`config.mk`:
```
export PLATFORM = sky130hd
export DESIGN_NAME = tcpwm_top
export DESIGN_NICKNAME = d
export VERILOG_FILES = /design/src/rtl/tcpwm_pkg.sv /design/src/rtl/tcpwm_sync.sv /design/src/rtl/tcpwm_top.sv
export SDC_FILE = /design/constraint.sdc
export NUM_CORES = 1
export LEC_CHECK = 0
export ABC_CLOCK_PERIOD_IN_PS = 6200
export BUFFER_PORTS_ARGS = -buffer_cell sky130_fd_sc_hd__buf_2
export CORE_MARGIN = 4
export CORE_UTILIZATION = 45
export CTS_CLUSTER_SIZE = 8
export DETAILED_ROUTE_END_ITERATION = 8
export GPL_TIMING_DRIVEN = 1
export MAX_ROUTING_LAYER = met4
export PLACE_DENSITY = 0.75
export SLEW_MARGIN = 0
export SYNTH_ARGS = -nofsm -noshare
export SYNTH_HDL_FRONTEND = slang
export SYNTH_SLANG_ARGS = --single-unit
export TNS_END_PERCENT = 100
```
`constraint.sdc`:
```
create_clock -name clk_sys_i -period 6.2 [get_ports clk_sys_i]
set_clock_uncertainty 0.1 [all_clocks]
set_input_delay 0.62 -clock clk_sys_i [delete_from_list [all_inputs] [get_ports clk_sys_i]]
set_output_delay 0.62 -clock clk_sys_i [all_outputs]
set_load 0.05 [all_outputs]
```
`src/rtl/tcpwm_pkg.sv`:
```
package tcpwm_pkg;

    localparam int CNT_W = 16;
    localparam int DB_W = 8;
    localparam int NSRC = 4;
    localparam int SYNC_STAGES = 3;

    // Counting modes
    localparam logic [1:0] MODE_FREE = 2'h0;
    localparam logic [1:0] MODE_ONESHOT = 2'h1;
    localparam logic [1:0] MODE_GATED = 2'h2;

    // Compare selections
    localparam logic [2:0] CMP_LT = 3'h0;
    localparam logic [2:0] CMP_LTE = 3'h1;
    localparam logic [2:0] CMP_EQ = 3'h2;
    localparam logic [2:0] CMP_GTE = 3'h3;
    localparam logic [2:0] CMP_GT = 3'h4;

    // Interrupt source select bit positions
    localparam int IRQ_TC_BIT = 0;
    localparam int IRQ_CMP_BIT = 1;
    localparam int IRQ_CAP_BIT = 2;

    localparam logic [15:0] PERIOD_RST = 16'hFFFF;
    localparam logic [15:0] COMPARE_RST = 16'h7FFF;

    typedef enum logic [1:0] {
        TCPWM_IDLE = 2'b00,
        TCPWM_RUN = 2'b01,
        TCPWM_DONE = 2'b11
    } tcpwm_state_t;

    typedef struct packed {
        logic [1:0] mode;
        logic [2:0] cmp_sel;
        logic [2:0] irq_sel;
        logic [1:0] clk_sel;
        logic tc_is_cmp_n;
        logic [7:0] deadband;
    } tcpwm_cfg_t;

    typedef struct packed {
        logic enable;
        logic reset;
        logic capture;
        logic kill;
    } tcpwm_pins_t;

endpackage : tcpwm_pkg

```
`src/rtl/tcpwm_sync.sv`:
```
`timescale 1ns/1ns
// Three-stage synchroniser; a change counts once stages two and three agree
module tcpwm_sync #(
    parameter int W = 1
) (
    input wire logic clk_sys_i,
    input wire logic reset_n_i,
    input wire logic [W-1:0] async_i,
    output logic [W-1:0] sync_o
);

    logic [W-1:0] s1_reg;
    logic [W-1:0] s2_reg;
    logic [W-1:0] s3_reg;
    logic [W-1:0] out_reg;
    logic [W-1:0] out_next;

    always_comb
    begin
        out_next = out_reg;
        for (int i = 0; i < W; i++)
        begin
            if (s2_reg[i] == s3_reg[i])
            begin
                out_next[i] = s3_reg[i];
            end
        end
    end

    always_ff @(posedge clk_sys_i or negedge reset_n_i)
    begin
        if (!reset_n_i)
        begin
            s1_reg <= '0;
            s2_reg <= '0;
            s3_reg <= '0;
            out_reg <= '0;
        end
        else
        begin
            s1_reg <= async_i;
            s2_reg <= s1_reg;
            s3_reg <= s2_reg;
            out_reg <= out_next;
        end
    end

    assign sync_o = out_reg;

endmodule : tcpwm_sync

```
`src/rtl/tcpwm_top.sv`:
```
`timescale 1ns/1ns
module tcpwm_top #(
    parameter int NCLK = tcpwm_pkg::NSRC
) (
    input wire logic clk_sys_i,
    input wire logic reset_n_i,
    input wire logic start_i,
    input wire logic [NCLK-1:0] clk_src_i,
    input wire tcpwm_pkg::tcpwm_cfg_t cfg_i,
    input wire logic [15:0] period_i,
    input wire logic [15:0] compare_i,
    input wire tcpwm_pkg::tcpwm_pins_t pins_i,
    output logic cmp_o,
    output logic tc_o,
    output logic irq_o,
    output logic running_o,
    output logic [15:0] count_o,
    output logic [15:0] capture_o
);

    ////////////////////////////////////////////////////////////////////////
    // Input synchronisation
    tcpwm_pkg::tcpwm_pins_t pins_s;
    logic [NCLK-1:0] src_s;

    tcpwm_sync #(.W(4)) u_sync_pins (
        .clk_sys_i(clk_sys_i),
        .reset_n_i(reset_n_i),
        .async_i(pins_i),
        .sync_o(pins_s)
    );

    tcpwm_sync #(.W(NCLK)) u_sync_clk (
        .clk_sys_i(clk_sys_i),
        .reset_n_i(reset_n_i),
        .async_i(clk_src_i),
        .sync_o(src_s)
    );

    ////////////////////////////////////////////////////////////////////////
    // Counting tick and edge detection
    logic src_prev_reg;
    logic rst_prev_reg;
    logic cap_prev_reg;
    logic start_prev_reg;
    logic src_sel;
    logic tick;
    logic rst_evt;
    logic cap_evt;
    logic start_evt;

    assign src_sel = src_s[cfg_i.clk_sel];
    // Source clocks are sampled and each level must be seen on two samples in a row, so each must be below a quarter of the system rate
    assign tick = src_sel & ~src_prev_reg;
    assign rst_evt = pins_s.reset & ~rst_prev_reg;
    assign cap_evt = pins_s.capture & ~cap_prev_reg;
    assign start_evt = start_i & ~start_prev_reg;

    ////////////////////////////////////////////////////////////////////////
    // Counter state
    tcpwm_pkg::tcpwm_state_t state_reg;
    tcpwm_pkg::tcpwm_state_t state_next;
    logic [15:0] cnt_reg;
    logic [15:0] cnt_next;
    logic [15:0] cap_reg;
    logic [15:0] cap_next;
    logic tc_evt;
    logic count_ok;

    assign count_ok = (cfg_i.mode != tcpwm_pkg::MODE_GATED) || pins_s.enable;
    assign tc_evt = (state_reg == tcpwm_pkg::TCPWM_RUN) && tick && count_ok
        && (cnt_reg == 16'h0000);

    always_comb
    begin
        state_next = state_reg;
        cnt_next = cnt_reg;
        cap_next = cap_reg;
        if (cap_evt)
        begin
            cap_next = cnt_reg;
        end
        case (state_reg)
            tcpwm_pkg::TCPWM_IDLE:
            begin
                if (start_evt)
                begin
                    cnt_next = period_i;
                    state_next = tcpwm_pkg::TCPWM_RUN;
                end
            end
            tcpwm_pkg::TCPWM_RUN:
            begin
                if (rst_evt)
                begin
                    cnt_next = period_i;
                end
                else if (tc_evt)
                begin
                    cnt_next = period_i;
                    if (cfg_i.mode == tcpwm_pkg::MODE_ONESHOT)
                    begin
                        state_next = tcpwm_pkg::TCPWM_DONE;
                    end
                end
                else if (tick && count_ok)
                begin
                    cnt_next = cnt_reg - 16'h0001;
                end
            end
            tcpwm_pkg::TCPWM_DONE:
            begin
                if (start_evt)
                begin
                    cnt_next = period_i;
                    state_next = tcpwm_pkg::TCPWM_RUN;
                end
                else if (rst_evt)
                begin
                    cnt_next = period_i;
                end
            end
            default:
            begin
                state_next = tcpwm_pkg::TCPWM_IDLE;
            end
        endcase
    end

    always_ff @(posedge clk_sys_i or negedge reset_n_i)
    begin
        if (!reset_n_i)
        begin
            state_reg <= tcpwm_pkg::TCPWM_IDLE;
            cnt_reg <= tcpwm_pkg::PERIOD_RST;
            cap_reg <= 16'h0000;
            src_prev_reg <= 1'b0;
            rst_prev_reg <= 1'b0;
            cap_prev_reg <= 1'b0;
            start_prev_reg <= 1'b0;
        end
        else
        begin
            state_reg <= state_next;
            cnt_reg <= cnt_next;
            cap_reg <= cap_next;
            src_prev_reg <= src_sel;
            rst_prev_reg <= pins_s.reset;
            cap_prev_reg <= pins_s.capture;
            start_prev_reg <= start_i;
        end
    end

    ////////////////////////////////////////////////////////////////////////
    // Compare, deadband and outputs
    logic cmp_raw;
    logic cmp_d_reg;
    logic [7:0] db_reg;
    logic [7:0] db_next;
    logic cmp_o_next;
    logic tc_o_next;
    logic irq_next;
    logic cmp_evt;
    logic cmp_out_reg;
    logic tc_out_reg;
    logic irq_reg;
    logic run_reg;
    logic [15:0] cnt_out_reg;

    always_comb
    begin
        case (cfg_i.cmp_sel)
            tcpwm_pkg::CMP_LT: cmp_raw = cnt_reg < compare_i;
            tcpwm_pkg::CMP_LTE: cmp_raw = cnt_reg <= compare_i;
            tcpwm_pkg::CMP_EQ: cmp_raw = cnt_reg == compare_i;
            tcpwm_pkg::CMP_GTE: cmp_raw = cnt_reg >= compare_i;
            tcpwm_pkg::CMP_GT: cmp_raw = cnt_reg > compare_i;
            default: cmp_raw = 1'b0;
        endcase
    end

    assign cmp_evt = cmp_raw & ~cmp_d_reg;

    always_comb
    begin
        db_next = db_reg;
        if (cmp_raw != cmp_d_reg)
        begin
            db_next = cfg_i.deadband;
        end
        else if (db_reg != 8'h00)
        begin
            db_next = db_reg - 8'h01;
        end
        cmp_o_next = cmp_raw && (db_next == 8'h00);
        tc_o_next = cfg_i.tc_is_cmp_n ? (!cmp_raw && (db_next == 8'h00)) : tc_evt;
        if (pins_s.kill)
        begin
            cmp_o_next = 1'b0;
            if (cfg_i.tc_is_cmp_n)
            begin
                tc_o_next = 1'b0;
            end
        end
        irq_next = (cfg_i.irq_sel[tcpwm_pkg::IRQ_TC_BIT] && tc_evt)
            || (cfg_i.irq_sel[tcpwm_pkg::IRQ_CMP_BIT] && cmp_evt)
            || (cfg_i.irq_sel[tcpwm_pkg::IRQ_CAP_BIT] && cap_evt);
    end

    always_ff @(posedge clk_sys_i or negedge reset_n_i)
    begin
        if (!reset_n_i)
        begin
            cmp_d_reg <= 1'b0;
            db_reg <= 8'h00;
            cmp_out_reg <= 1'b0;
            tc_out_reg <= 1'b0;
            irq_reg <= 1'b0;
            run_reg <= 1'b0;
            cnt_out_reg <= 16'h0000;
        end
        else
        begin
            cmp_d_reg <= cmp_raw;
            db_reg <= db_next;
            cmp_out_reg <= cmp_o_next;
            tc_out_reg <= tc_o_next;
            irq_reg <= irq_next;
            // running flag from next state, so it stays in step with the state
            run_reg <= (state_next == tcpwm_pkg::TCPWM_RUN);
            cnt_out_reg <= cnt_reg;
        end
    end

    assign running_o = run_reg;
    assign cmp_o = cmp_out_reg;
    assign tc_o = tc_out_reg;
    assign irq_o = irq_reg;
    assign count_o = cnt_out_reg;
    assign capture_o = cap_reg;

    ////////////////////////////////////////////////////////////////////////
    // Assertions
    a_kill: assert property (@(posedge clk_sys_i) disable iff (!reset_n_i)
        pins_s.kill |=> !cmp_o)
    else $error("compare output active during kill");

    a_down: assert property (@(posedge clk_sys_i) disable iff (!reset_n_i)
        (state_reg == tcpwm_pkg::TCPWM_RUN && tick && count_ok && !rst_evt
            && cnt_reg != 16'h0000) |=> cnt_reg == $past(cnt_reg) - 16'h0001)
    else $error("counter did not decrement");

    a_gate: assert property (@(posedge clk_sys_i) disable iff (!reset_n_i)
        (cfg_i.mode == tcpwm_pkg::MODE_GATED && !pins_s.enable && !rst_evt
            && !start_evt) |=> $stable(cnt_reg))
    else $error("gated counter moved while disabled");

    a_reload: assert property (@(posedge clk_sys_i) disable iff (!reset_n_i)
        tc_evt && !rst_evt |=> cnt_reg == $past(period_i))
    else $error("no reload at terminal count");

    a_oneshot: assert property (@(posedge clk_sys_i) disable iff (!reset_n_i)
        (tc_evt && !rst_evt && cfg_i.mode == tcpwm_pkg::MODE_ONESHOT)
            |=> state_reg == tcpwm_pkg::TCPWM_DONE)
    else $error("one shot kept running");

    a_capture: assert property (@(posedge clk_sys_i) disable iff (!reset_n_i)
        cap_evt |=> ##1 capture_o == $past(cnt_reg, 2))
    else $error("capture value wrong");

    a_tc: assert property (@(posedge clk_sys_i) disable iff (!reset_n_i)
        (tc_evt && !cfg_i.tc_is_cmp_n) |=> tc_o ##1 !tc_o)
    else $error("terminal pulse not one cycle");

    a_irq: assert property (@(posedge clk_sys_i) disable iff (!reset_n_i)
        (cap_evt && cfg_i.irq_sel[tcpwm_pkg::IRQ_CAP_BIT]) |=> irq_o)
    else $error("capture interrupt missing");

    a_dead: assert property (@(posedge clk_sys_i) disable iff (!reset_n_i)
        !(cmp_o && tc_o && cfg_i.tc_is_cmp_n))
    else $error("complementary outputs overlap");

    // Mirror resets to zero while the count resets to PERIOD_RST, so skip the first edge
    a_live: assert property (@(posedge clk_sys_i) disable iff (!reset_n_i)
        $past(reset_n_i) |-> count_o == $past(cnt_reg))
    else $error("live count mirror stale");

endmodule : tcpwm_top

```
Yosys cells after proc, flatten, opt, wreduce, memory -nomap -nowiden. Cells that the tools add are included. Widths: inputs -> output; s select.

Multiplexer cells: 21. Bitwise operators: 10. Equal/unequal tests: 22. Add/sub/neg operators: 2. Magnitude comparators: 5. Reductions and logical operators: 21.

Operator list (count): $mux 16 (6); $pmux 16 s3 (1); $eq 16x16->1 (1); $ge 16x16->1 (1); $gt 16x16->1 (1); $le 16x16->1 (1); $logic_not 16->1 (1); $lt 16x16->1 (1); $mux 8 (2); $sub 16x1->16 const B (1); $logic_and 1x1->1 (9); $eq 1x1->1 (8); $logic_not 8->1 (1); $mux 2 (4); $reduce_bool 8->1 (1); $sub 8x1->8 const B (1); $eq 2x1->1 const B (3); $eq 3x2->1 const B (2); $and 1x1->1 (5); $mux 1 (5); $not 1->1 (5); $pmux 1 s5 (1); $ne 2x2->1 const B (2); $ne 4x3->1 const B (1); 15 further kinds (17).

Input bits: 62. Register bits: 99.

Depth between registers and ports, before layout. Gate-level depths: netlist of the first run.

Word-level depth: 10. Mapped depth: 15. Gate-level depth less buffers: 14.

By module. Synthesis of the first run repeated with hierarchy kept, for this count alone.

Cell total of the unflattened synthesis: 385. Area total of the unflattened synthesis: 4451.8 sq um.

Modules (own cells, without submodules): tcpwm_top (instances 1, seq. area each 1696.6 sq um, area an instance 3560.9 sq um, cells each 345); tcpwm_sync (instances 2, seq. area each 400.4 sq um, area an instance 445.4 sq um, cells each 20).

Worst setup path after synthesis of the first run. Ideal clock, no wire load.

Path type: input-to-reg. Start: input port compare_i[7]. End: register tc_out_reg, in the netlist tc_o. Slack: 2.867 ns. Setup time: 0.092 ns. Stages on the path: 14. Required time: 6.008 ns. Arrival time: 3.141 ns. Cells stage by stage: inv_1 ha_1 nand4_1 nor4_1 o22ai_1 a21bo_2 nand2_1 ha_1 clkbuf_1 buf_2 o22ai_1 nor4_2 nand3_1 o31ai_2.

Cells in the longest elaborated chain, start to end: 9. Elaborated cells between the ends (all ways): 14. Classes of those cells: 4 x order compare; 2 x eq/ne; 5 x mux; 3 x reduce/logical.

Ends and longest elaborated chain: start: declaration (line tcpwm_top.sv:11) `input wire logic [15:0] compare_i,`; $gt 16x16->1, or another cell as far along (line tcpwm_top.sv:177) `tcpwm_pkg::CMP_GT: cmp_raw = cnt_reg > compare_i;`; $pmux 1 s5 * (line tcpwm_top.sv:172) `case (cfg_i.cmp_sel)`; named net cmp_raw (line tcpwm_top.sv:156) `logic cmp_raw;`; $ne 1x1->1 * (line tcpwm_top.sv:187) `if (cmp_raw != cmp_d_reg)`; $mux 8 * (line tcpwm_top.sv:187); named net db_next[4] (line tcpwm_top.sv:159) `logic [7:0] db_next;`; $logic_not 8->1 * (line tcpwm_top.sv:196) `tc_o_next = cfg_i.tc_is_cmp_n ? (!cmp_raw && (db_next == 8'h00)) : tc_evt;`; $logic_and 1x1->1 * (line tcpwm_top.sv:196); $mux 1 * (line tcpwm_top.sv:196); $mux 1 (line tcpwm_top.sv:200) `if (cfg_i.tc_is_cmp_n)`; $mux 1 * (line tcpwm_top.sv:197) `if (pins_s.kill)`; named net tc_o_next (line tcpwm_top.sv:161) `logic tc_o_next;`; end signal: assignment (line tcpwm_top.sv:227) `tc_out_reg <= tc_o_next;`; end: declaration (line tcpwm_top.sv:165) `logic tc_out_reg;`.

The timed path passes the listed nets; every way through them passes the cells marked *. A chain may end at the register's enable or synchronous reset.

Worst setup path in the final report of the first run.
Start: register cnt_reg[11]. End: register tc_out_reg, in the netlist tc_o.

Cells in the longest elaborated chain, start to end: 9. Elaborated cells between the ends (all ways): 16. Classes of those cells: 4 x order compare; 2 x eq/ne; 5 x mux; 5 x reduce/logical.

Ends and longest elaborated chain: start: declaration (line tcpwm_top.sv:63) `logic [15:0] cnt_reg;`; start signal: assignment (line tcpwm_top.sv:135) `cnt_reg <= tcpwm_pkg::PERIOD_RST;`; start signal: assignment (line tcpwm_top.sv:145) `cnt_reg <= cnt_next;`; $gt 16x16->1, or another cell as far along (line tcpwm_top.sv:177); $pmux 1 s5 * (line tcpwm_top.sv:172); named net cmp_raw (line tcpwm_top.sv:156); $ne 1x1->1 * (line tcpwm_top.sv:187); $mux 8 * (line tcpwm_top.sv:187); named net db_next[0] (line tcpwm_top.sv:159); $logic_not 8->1 * (line tcpwm_top.sv:196); $logic_and 1x1->1 * (line tcpwm_top.sv:196); $mux 1 * (line tcpwm_top.sv:196); $mux 1 (line tcpwm_top.sv:200); $mux 1 * (line tcpwm_top.sv:197); named net tc_o_next (line tcpwm_top.sv:161).

Marks and branches as above.

==> results of run 1 <==
==> final cells by class <==
class	instances	area, sq um
clock buffers	10	138
clock inverters	6	93.8
fillers	867	4430
inverters	40	150
multi-input cells	250	1790
flip-flops and latches	99	2500
well taps	133	166
repair buffers	99	503
==> worst reg2reg max path, stage by stage, from the launching register on <==
cell       delay [ns]
dfstp_2          0.66
ha_1             0.20
nand2_1          0.06
o21ai_0          0.39
a2111oi_0        0.18
a21boi_0         0.28
nand2_1          0.15
ha_1             0.66
nand2_1          0.10
or4_1            0.41
o221ai_1         0.12
nor2_1           0.09
nand3_1          0.12
o31ai_2          0.07
==> power groups by stage <==
stage / Combinational (mW) / Sequential, mW / Clock [mW]
2_1_floorplan: 0.442 / 1.33 / 0
3_3_place_gp: 0.961 / 1.05 / 0
3_5_place_dp: 0.988 / 1.06 / 0
4_1_cts: 0.992 / 1.05 / 0.489
5_1_grt: 1.07 / 1.08 / 0.512
6_report: 0.985 / 1.05 / 0.475
==> stage by stage <==
| step | cell area [sq um] | util | hold slack, ns |
|---|---|---|---|
| CTS | 5340 | 0.546 | 0.105 |
| detailed placement | 5110 | 0.523 | 0.235 |
| floorplan | 4510 | - | 0.224 |
| global route | 5340 | 0.546 | 0.129 |
| global placement | 5110 | 0.523 | 0.231 |
| finish | 5340 | 0.546 | 0.106 |
==> routing by layer <==
metal  up-vias  wire length [um]  GRT usage
met5         -                 0          -
met4         0                87     0.0586
met3         8               526     0.0382
met2        94              4550      0.262
met1      1597              4840      0.263
li1       1648                 -          -
==> logic make-up (layout without fill, tap and decap cells) <==
group           Yosys count  in the layout
mux                      10             10
xor+xnor                  3              3
simple gates            106            106
fa+ha+maj                33             33
compound gates           98             98
flops                    99             99
buf+inv                  55            155
==> final timing paths <==
path	endpoint	slack, ns	from	depth (start not counted)
setup / recovery	tc_o$_DFF_PN0_	2.51	cnt_reg[11]$_DFFE_PN1P_	13
hold / removal	count_o[3]$_DFF_PN0_	0.11	reset_n_i	1
setup reg to reg	tc_o$_DFF_PN0_	2.51	cnt_reg[11]$_DFFE_PN1P_	13
hold reg to reg	u_sync_pins.s2_reg[3]$_DFF_PN0_	0.26	u_sync_pins.s1_reg[3]$_DFF_PN0_	0
max in group asynchronous	u_sync_clk.sync_o[1]$_DFFE_PN0N_	4.77	reset_n_i	2
min in group clk_sys_i	u_sync_clk.s1_reg[2]$_DFF_PN0_	0.26	clk_src_i[2]	1
==> layout by cell type (no fill, tap or decap), types with 8 or more instances in the layout <==
cell type	synthesis	routed
dfstp_2	16	16
nand3_1	10	10
inv_1	40	40
dfrtp_1	83	83
maj3_1	8	8
nor3_1	14	14
nand2_1	25	25
nand2b_1	8	8
clkbuf_8	0	10
buf_2	4	96
ha_1	25	25
a21oi_1	21	21
mux2_2	9	9
o21ai_0	24	24
nor2_1	20	20
==> reports/qor.csv, run 1 <==
metric,value,unit
Power Density,469,nW/um^2
crit end category,register,
GPL Wtd Cong,0.843,
CP bufs+invs,0,
mux share of post-synthesis cell area,0.0275,
Max transition margin,0.339,
Synth Register Bits,99,
# nets final,586,
largest family of logic cells by synthesized area,compound AO/OA/AOI/OAI gates,
Post-Synth XOR/XNOR Area,0.00583,
Clock Latency Late Sink,0.36,ns
CTS hold repair buffers,0,
GRT Resource Usage Total,0.184,
Placement Setup Slack,2.32,ns
Port Buffers,97,
largest net degree at the start of global routing,63,
fmax,271,MHz
CP Class,reg -> reg,
share of layout cells above drive strength 1,0.312,
compound-gate portion of the synthesized area,0.154,
DRC,0,
CTS tree,yes,
cell count after synthesis,404,
Final WS setup,2.51,ns
Fin. Hold Viols,0,
Syn-to-layout area delta,18.5,%
share of the synthesized area in the top cell type,0.461,
clock power share,0.189,
max cap viols,0,
first-pass GRT wire length,16200,um
Top Family by Delay on Critical Path,compound AO/OA/AOI/OAI gates,
io pins,98,
clock tree buffer depth,2,
routed len/inst,15.7,um
post-synthesis adder-cell area fraction,0.0872,
synth top area cells,"dfrtp_1 46%, dfstp_2 9.3%, ha_1 6.9%, inv_1 3.3%, o21ai_0 2.7%",
Overflow after GRT,0,
total power,2.51,mW
Post-synth EDFFs,0,
Synth area leader,dfrtp_1,
WP data required,6.34,ns
setup_tns,0,ns
Resize count post-CTS,0,
critical-path cell list,"ha_1, nand2_1, o21ai_0, a2111oi_0, a21boi_0, nand2_1, ha_1, nand2_1, or4_1, o221ai_1, nor2_1, nand3_1, o31ai_2",
H-tree Lvls,3,
number of distinct library cells after synthesis,60,
Die Ht,108,um
Sw Ratio,0.437,
routed via count,3347,
endpoints failing setup,0,
P_leak,2.52,nW
initial drt markers,189,
DRT antenna net count,0,
post-layout minimum cycle time,3.69,ns
critical path launch point type,register,
"Max FO, Critical Path",18,
crit share post-route,0.596,
Final Max Slew Viols,0,
"most used cell, CP",nand2_1,
Antenna Diode Count,0,
dpl cells,621,
Sw Pwr,1.09,mW
HP Class,in -> async,
crit-path max cell delay,0.66,ns
Rows,36,
root buf cell,clkbuf_8,
Gate power share,0.393,
Core ar.,9770,sq um
vias in the first global route,3263,
RSZ-0062 raised after global routing,no,
Avg Inst Size Synth,11.2,sq um
via/cell ratio,5.25,
clk sinks,99,
Starting Density,0.461,
"FFs w/ async S/R, synth",1.00,
share of the yosys chip area belonging to registers,0.554,
1st-pass router iterations,4,
sequential cell fraction of total power,0.418,
YS warnings,0,
Least-Margin Pin Slew,0.992,ns
Finished Layout Cells,637,
VDD IR max,218,uV
Int Power,1.41,mW
Num CTS Buffers,9,
critical path's slowest cell,dfstp_2,
initial antenna violation count,0,
"count leader, synth",dfrtp_1,
Post-Synthesis Cell Area,4510,sq um
Post-synth top flop,dfrtp_1,
commonest cells in the netlist,"83 x dfrtp_1, 40 x inv_1, 25 x ha_1, 25 x nand2_1, 24 x o21ai_0",
Post-Synth Simple-Gate Area,0.124,
hpwl dp,7340,um
Die ar.,11700,sq um
post-CTS setup buffers,0,
clock slew at reported path FFs,0.09,ns
status,"finished, final reports clean",
Syn Nets,491,
detailed-route wire length,10000,um
die width,108,um
Worst Path Arrival,3.84,ns
No activity file was read; power rests on OpenSTA's default activity.
==> run 2, diff against run 1 <==
ABC_CLOCK_PERIOD_IN_PS = 3370   (was 6200)
PLACE_DENSITY = 0.78   (was 0.75)
clock period = 3.37 ns   (was 6.2 ns; I/O delays follow)
==> reports/qor.csv, run 2 (synthesis results as in run 1) <==
metric,value,unit,change
status,"finished, final reports clean",,
H-tree Lvls,3,,unchanged
"Max FO, Critical Path",9,,-9
VDD IR max,424,uV,+94%
1st-pass router iterations,4,,unchanged
Die ar.,11700,sq um,unchanged
HP Class,in -> async,,
via/cell ratio,5.36,,+1.9%
Least-Margin Pin Slew,1.01,ns,+0.0206 ns
Die Ht,108,um,unchanged
die width,108,um,unchanged
most frequent cells in the layout,"96 x buf_2, 83 x dfrtp_1, 40 x inv_1",,
Finished Layout Cells,666,,+4.6%
routed len/inst,15.7,um,about the same
P_leak,2.63,nW,+4.6%
crit share post-route,0.968,,+0.372
hpwl dp,7750,um,+5.6%
max cap viols,0,,unchanged
Port Buffers,97,,unchanged
fillers,845,,-2.5%
fmax,307,MHz,+13%
root buf cell,clkbuf_8,,
share of layout cells above drive strength 1,0.334,,+0.0225
Worst Path Arrival,3.43,ns,-0.41 ns
GPL Wtd Cong,0.898,,+6.6%
Starting Density,0.461,,unchanged
Antenna Diode Count,0,,unchanged
first-pass GRT wire length,17100,um,+5.8%
DRT antenna net count,0,,unchanged
Rows,36,,unchanged
CP Class,reg -> reg,,
largest net degree at the start of global routing,77,,+22%
DRC,0,,unchanged
clock slew at reported path FFs,0.10,ns,about the same
Final Util,0.570,,+0.0241
Final Max Slew Viols,0,,unchanged
detailed-route wire length,10500,um,+4.6%
Max transition margin,0.325,,-0.0137
critical path launch point type,register,,
total power,4.70,mW,+87%
Num CTS Buffers,9,,unchanged
# nets final,615,,+4.9%
io pins,98,,unchanged
post-layout minimum cycle time,3.26,ns,-0.434 ns
routed via count,3567,,+6.6%
crit end category,register,,
vias in the first global route,3585,,+9.9%
hold slack final,0.0194,ns,-0.0862 ns
Fin. Hold Viols,0,,unchanged
Core ar.,9770,sq um,unchanged
dpl cells,640,,+3.1%
GRT Resource Usage Total,0.193,,+0.00939
endpoints failing setup,0,,unchanged
Overflow after GRT,0,,unchanged
Power Density,843,nW/um^2,+80%
"commonest non-fill, non-tap cell in the layout",buf_2,,
CTS tree,yes,,
clock tree buffer depth,2,,unchanged
Syn-to-layout area delta,23.7,%,
initial antenna violation count,0,,unchanged
WP data required,3.54,ns,-2.80 ns
initial drt markers,202,,+6.9%
Clock Latency Late Sink,0.36,ns,about the same
clk sinks,99,,unchanged
[run 2: through the flow]
step           cell area (sq um)  worst slack (ns)  TNS [ns]
2_1_floorplan               4510             0.201         0
3_3_place_gp                5250            0.0894         0
3_5_place_dp                5250           -0.0128   -0.0128
4_1_cts                     5550            0.0625         0
5_1_grt                     5580           -0.0873    -0.114
6_report                    5580             0.109         0
[run 2: final cells by class]
type / count / area, sq um / share of cell area
Clock buffer: 12 / 145 / 0.0260
Clock inverter: 4 / 56.3 / 0.0101
Inverter: 40 / 150 / 0.0269
Multi-Input combinational cell: 250 / 1820 / 0.326
Sequential cell: 99 / 2500 / 0.448
Tap cell: 133 / 166 / 0.0298
Timing Repair Buffer: 128 / 743 / 0.133
[run 2: routing by layer]
layer  global-route usage  vias to the layer above  routed length, um  part of all wire
li1                     -                     1694                  -                 -
met1                0.267                     1728               4740              0.45
met2                0.284                      128               4830              0.46
met3               0.0388                       17                672             0.064
met4               0.0694                        0                214             0.020
met5                    -                        -                  0                 0
[run 2: worst paths after layout]
| path | start | end | cells past startpoint | slack [ns] |
|---|---|---|---|---|
| setup / recovery | cnt_reg[14]$_DFFE_PN1P_ | tc_o$_DFF_PN0_ | 13 | 0.11 |
| hold / removal | reset_n_i | db_reg[0]$_DFF_PN0_ | 1 | 0.02 |
| setup reg to reg | cnt_reg[14]$_DFFE_PN1P_ | tc_o$_DFF_PN0_ | 13 | 0.11 |
| hold reg to reg | u_sync_pins.s1_reg[0]$_DFF_PN0_ | u_sync_pins.s2_reg[0]$_DFF_PN0_ | 0 | 0.25 |
| max in group asynchronous | reset_n_i | cnt_reg[3]$_DFFE_PN1P_ | 2 | 2.37 |
| min in group clk_sys_i | period_i[11] | cnt_reg[11]$_DFFE_PN1P_ | 3 | 0.12 |
[run 2: power by group]
| part | total [mW] | switching, mW | leakage [nW] | internal, mW |
|---|---|---|---|---|
| logic | 2.14 | 1.44 | 1.39 | 0.702 |
| registers | 1.78 | 0.197 | 1.14 | 1.58 |
| clock network | 0.773 | 0.402 | 0.102 | 0.371 |
[run 2: worst max-delay path, cell delays in order, from the launching register on]
cell and delay, ns:
dfstp_2 0.54, ha_1 0.26, a21oi_1 0.17, a21boi_0 0.15, a211oi_1 0.30, a21bo_2 0.19, nand2_1 0.11, ha_4 0.28
clkbuf_4 0.18, o31ai_4 0.08, o22ai_1 0.16, nor4_2 0.28, nand3_1 0.16, o31ai_2 0.21
[run 2: what timing repair did]
item	in CTS	in global routing
resized for setup	1	7
pin swaps	0	2
hold buffers	9	0
hold endpoints to repair	9	0
endpoints found under the setup margin	1	2
setup buffers	0	1
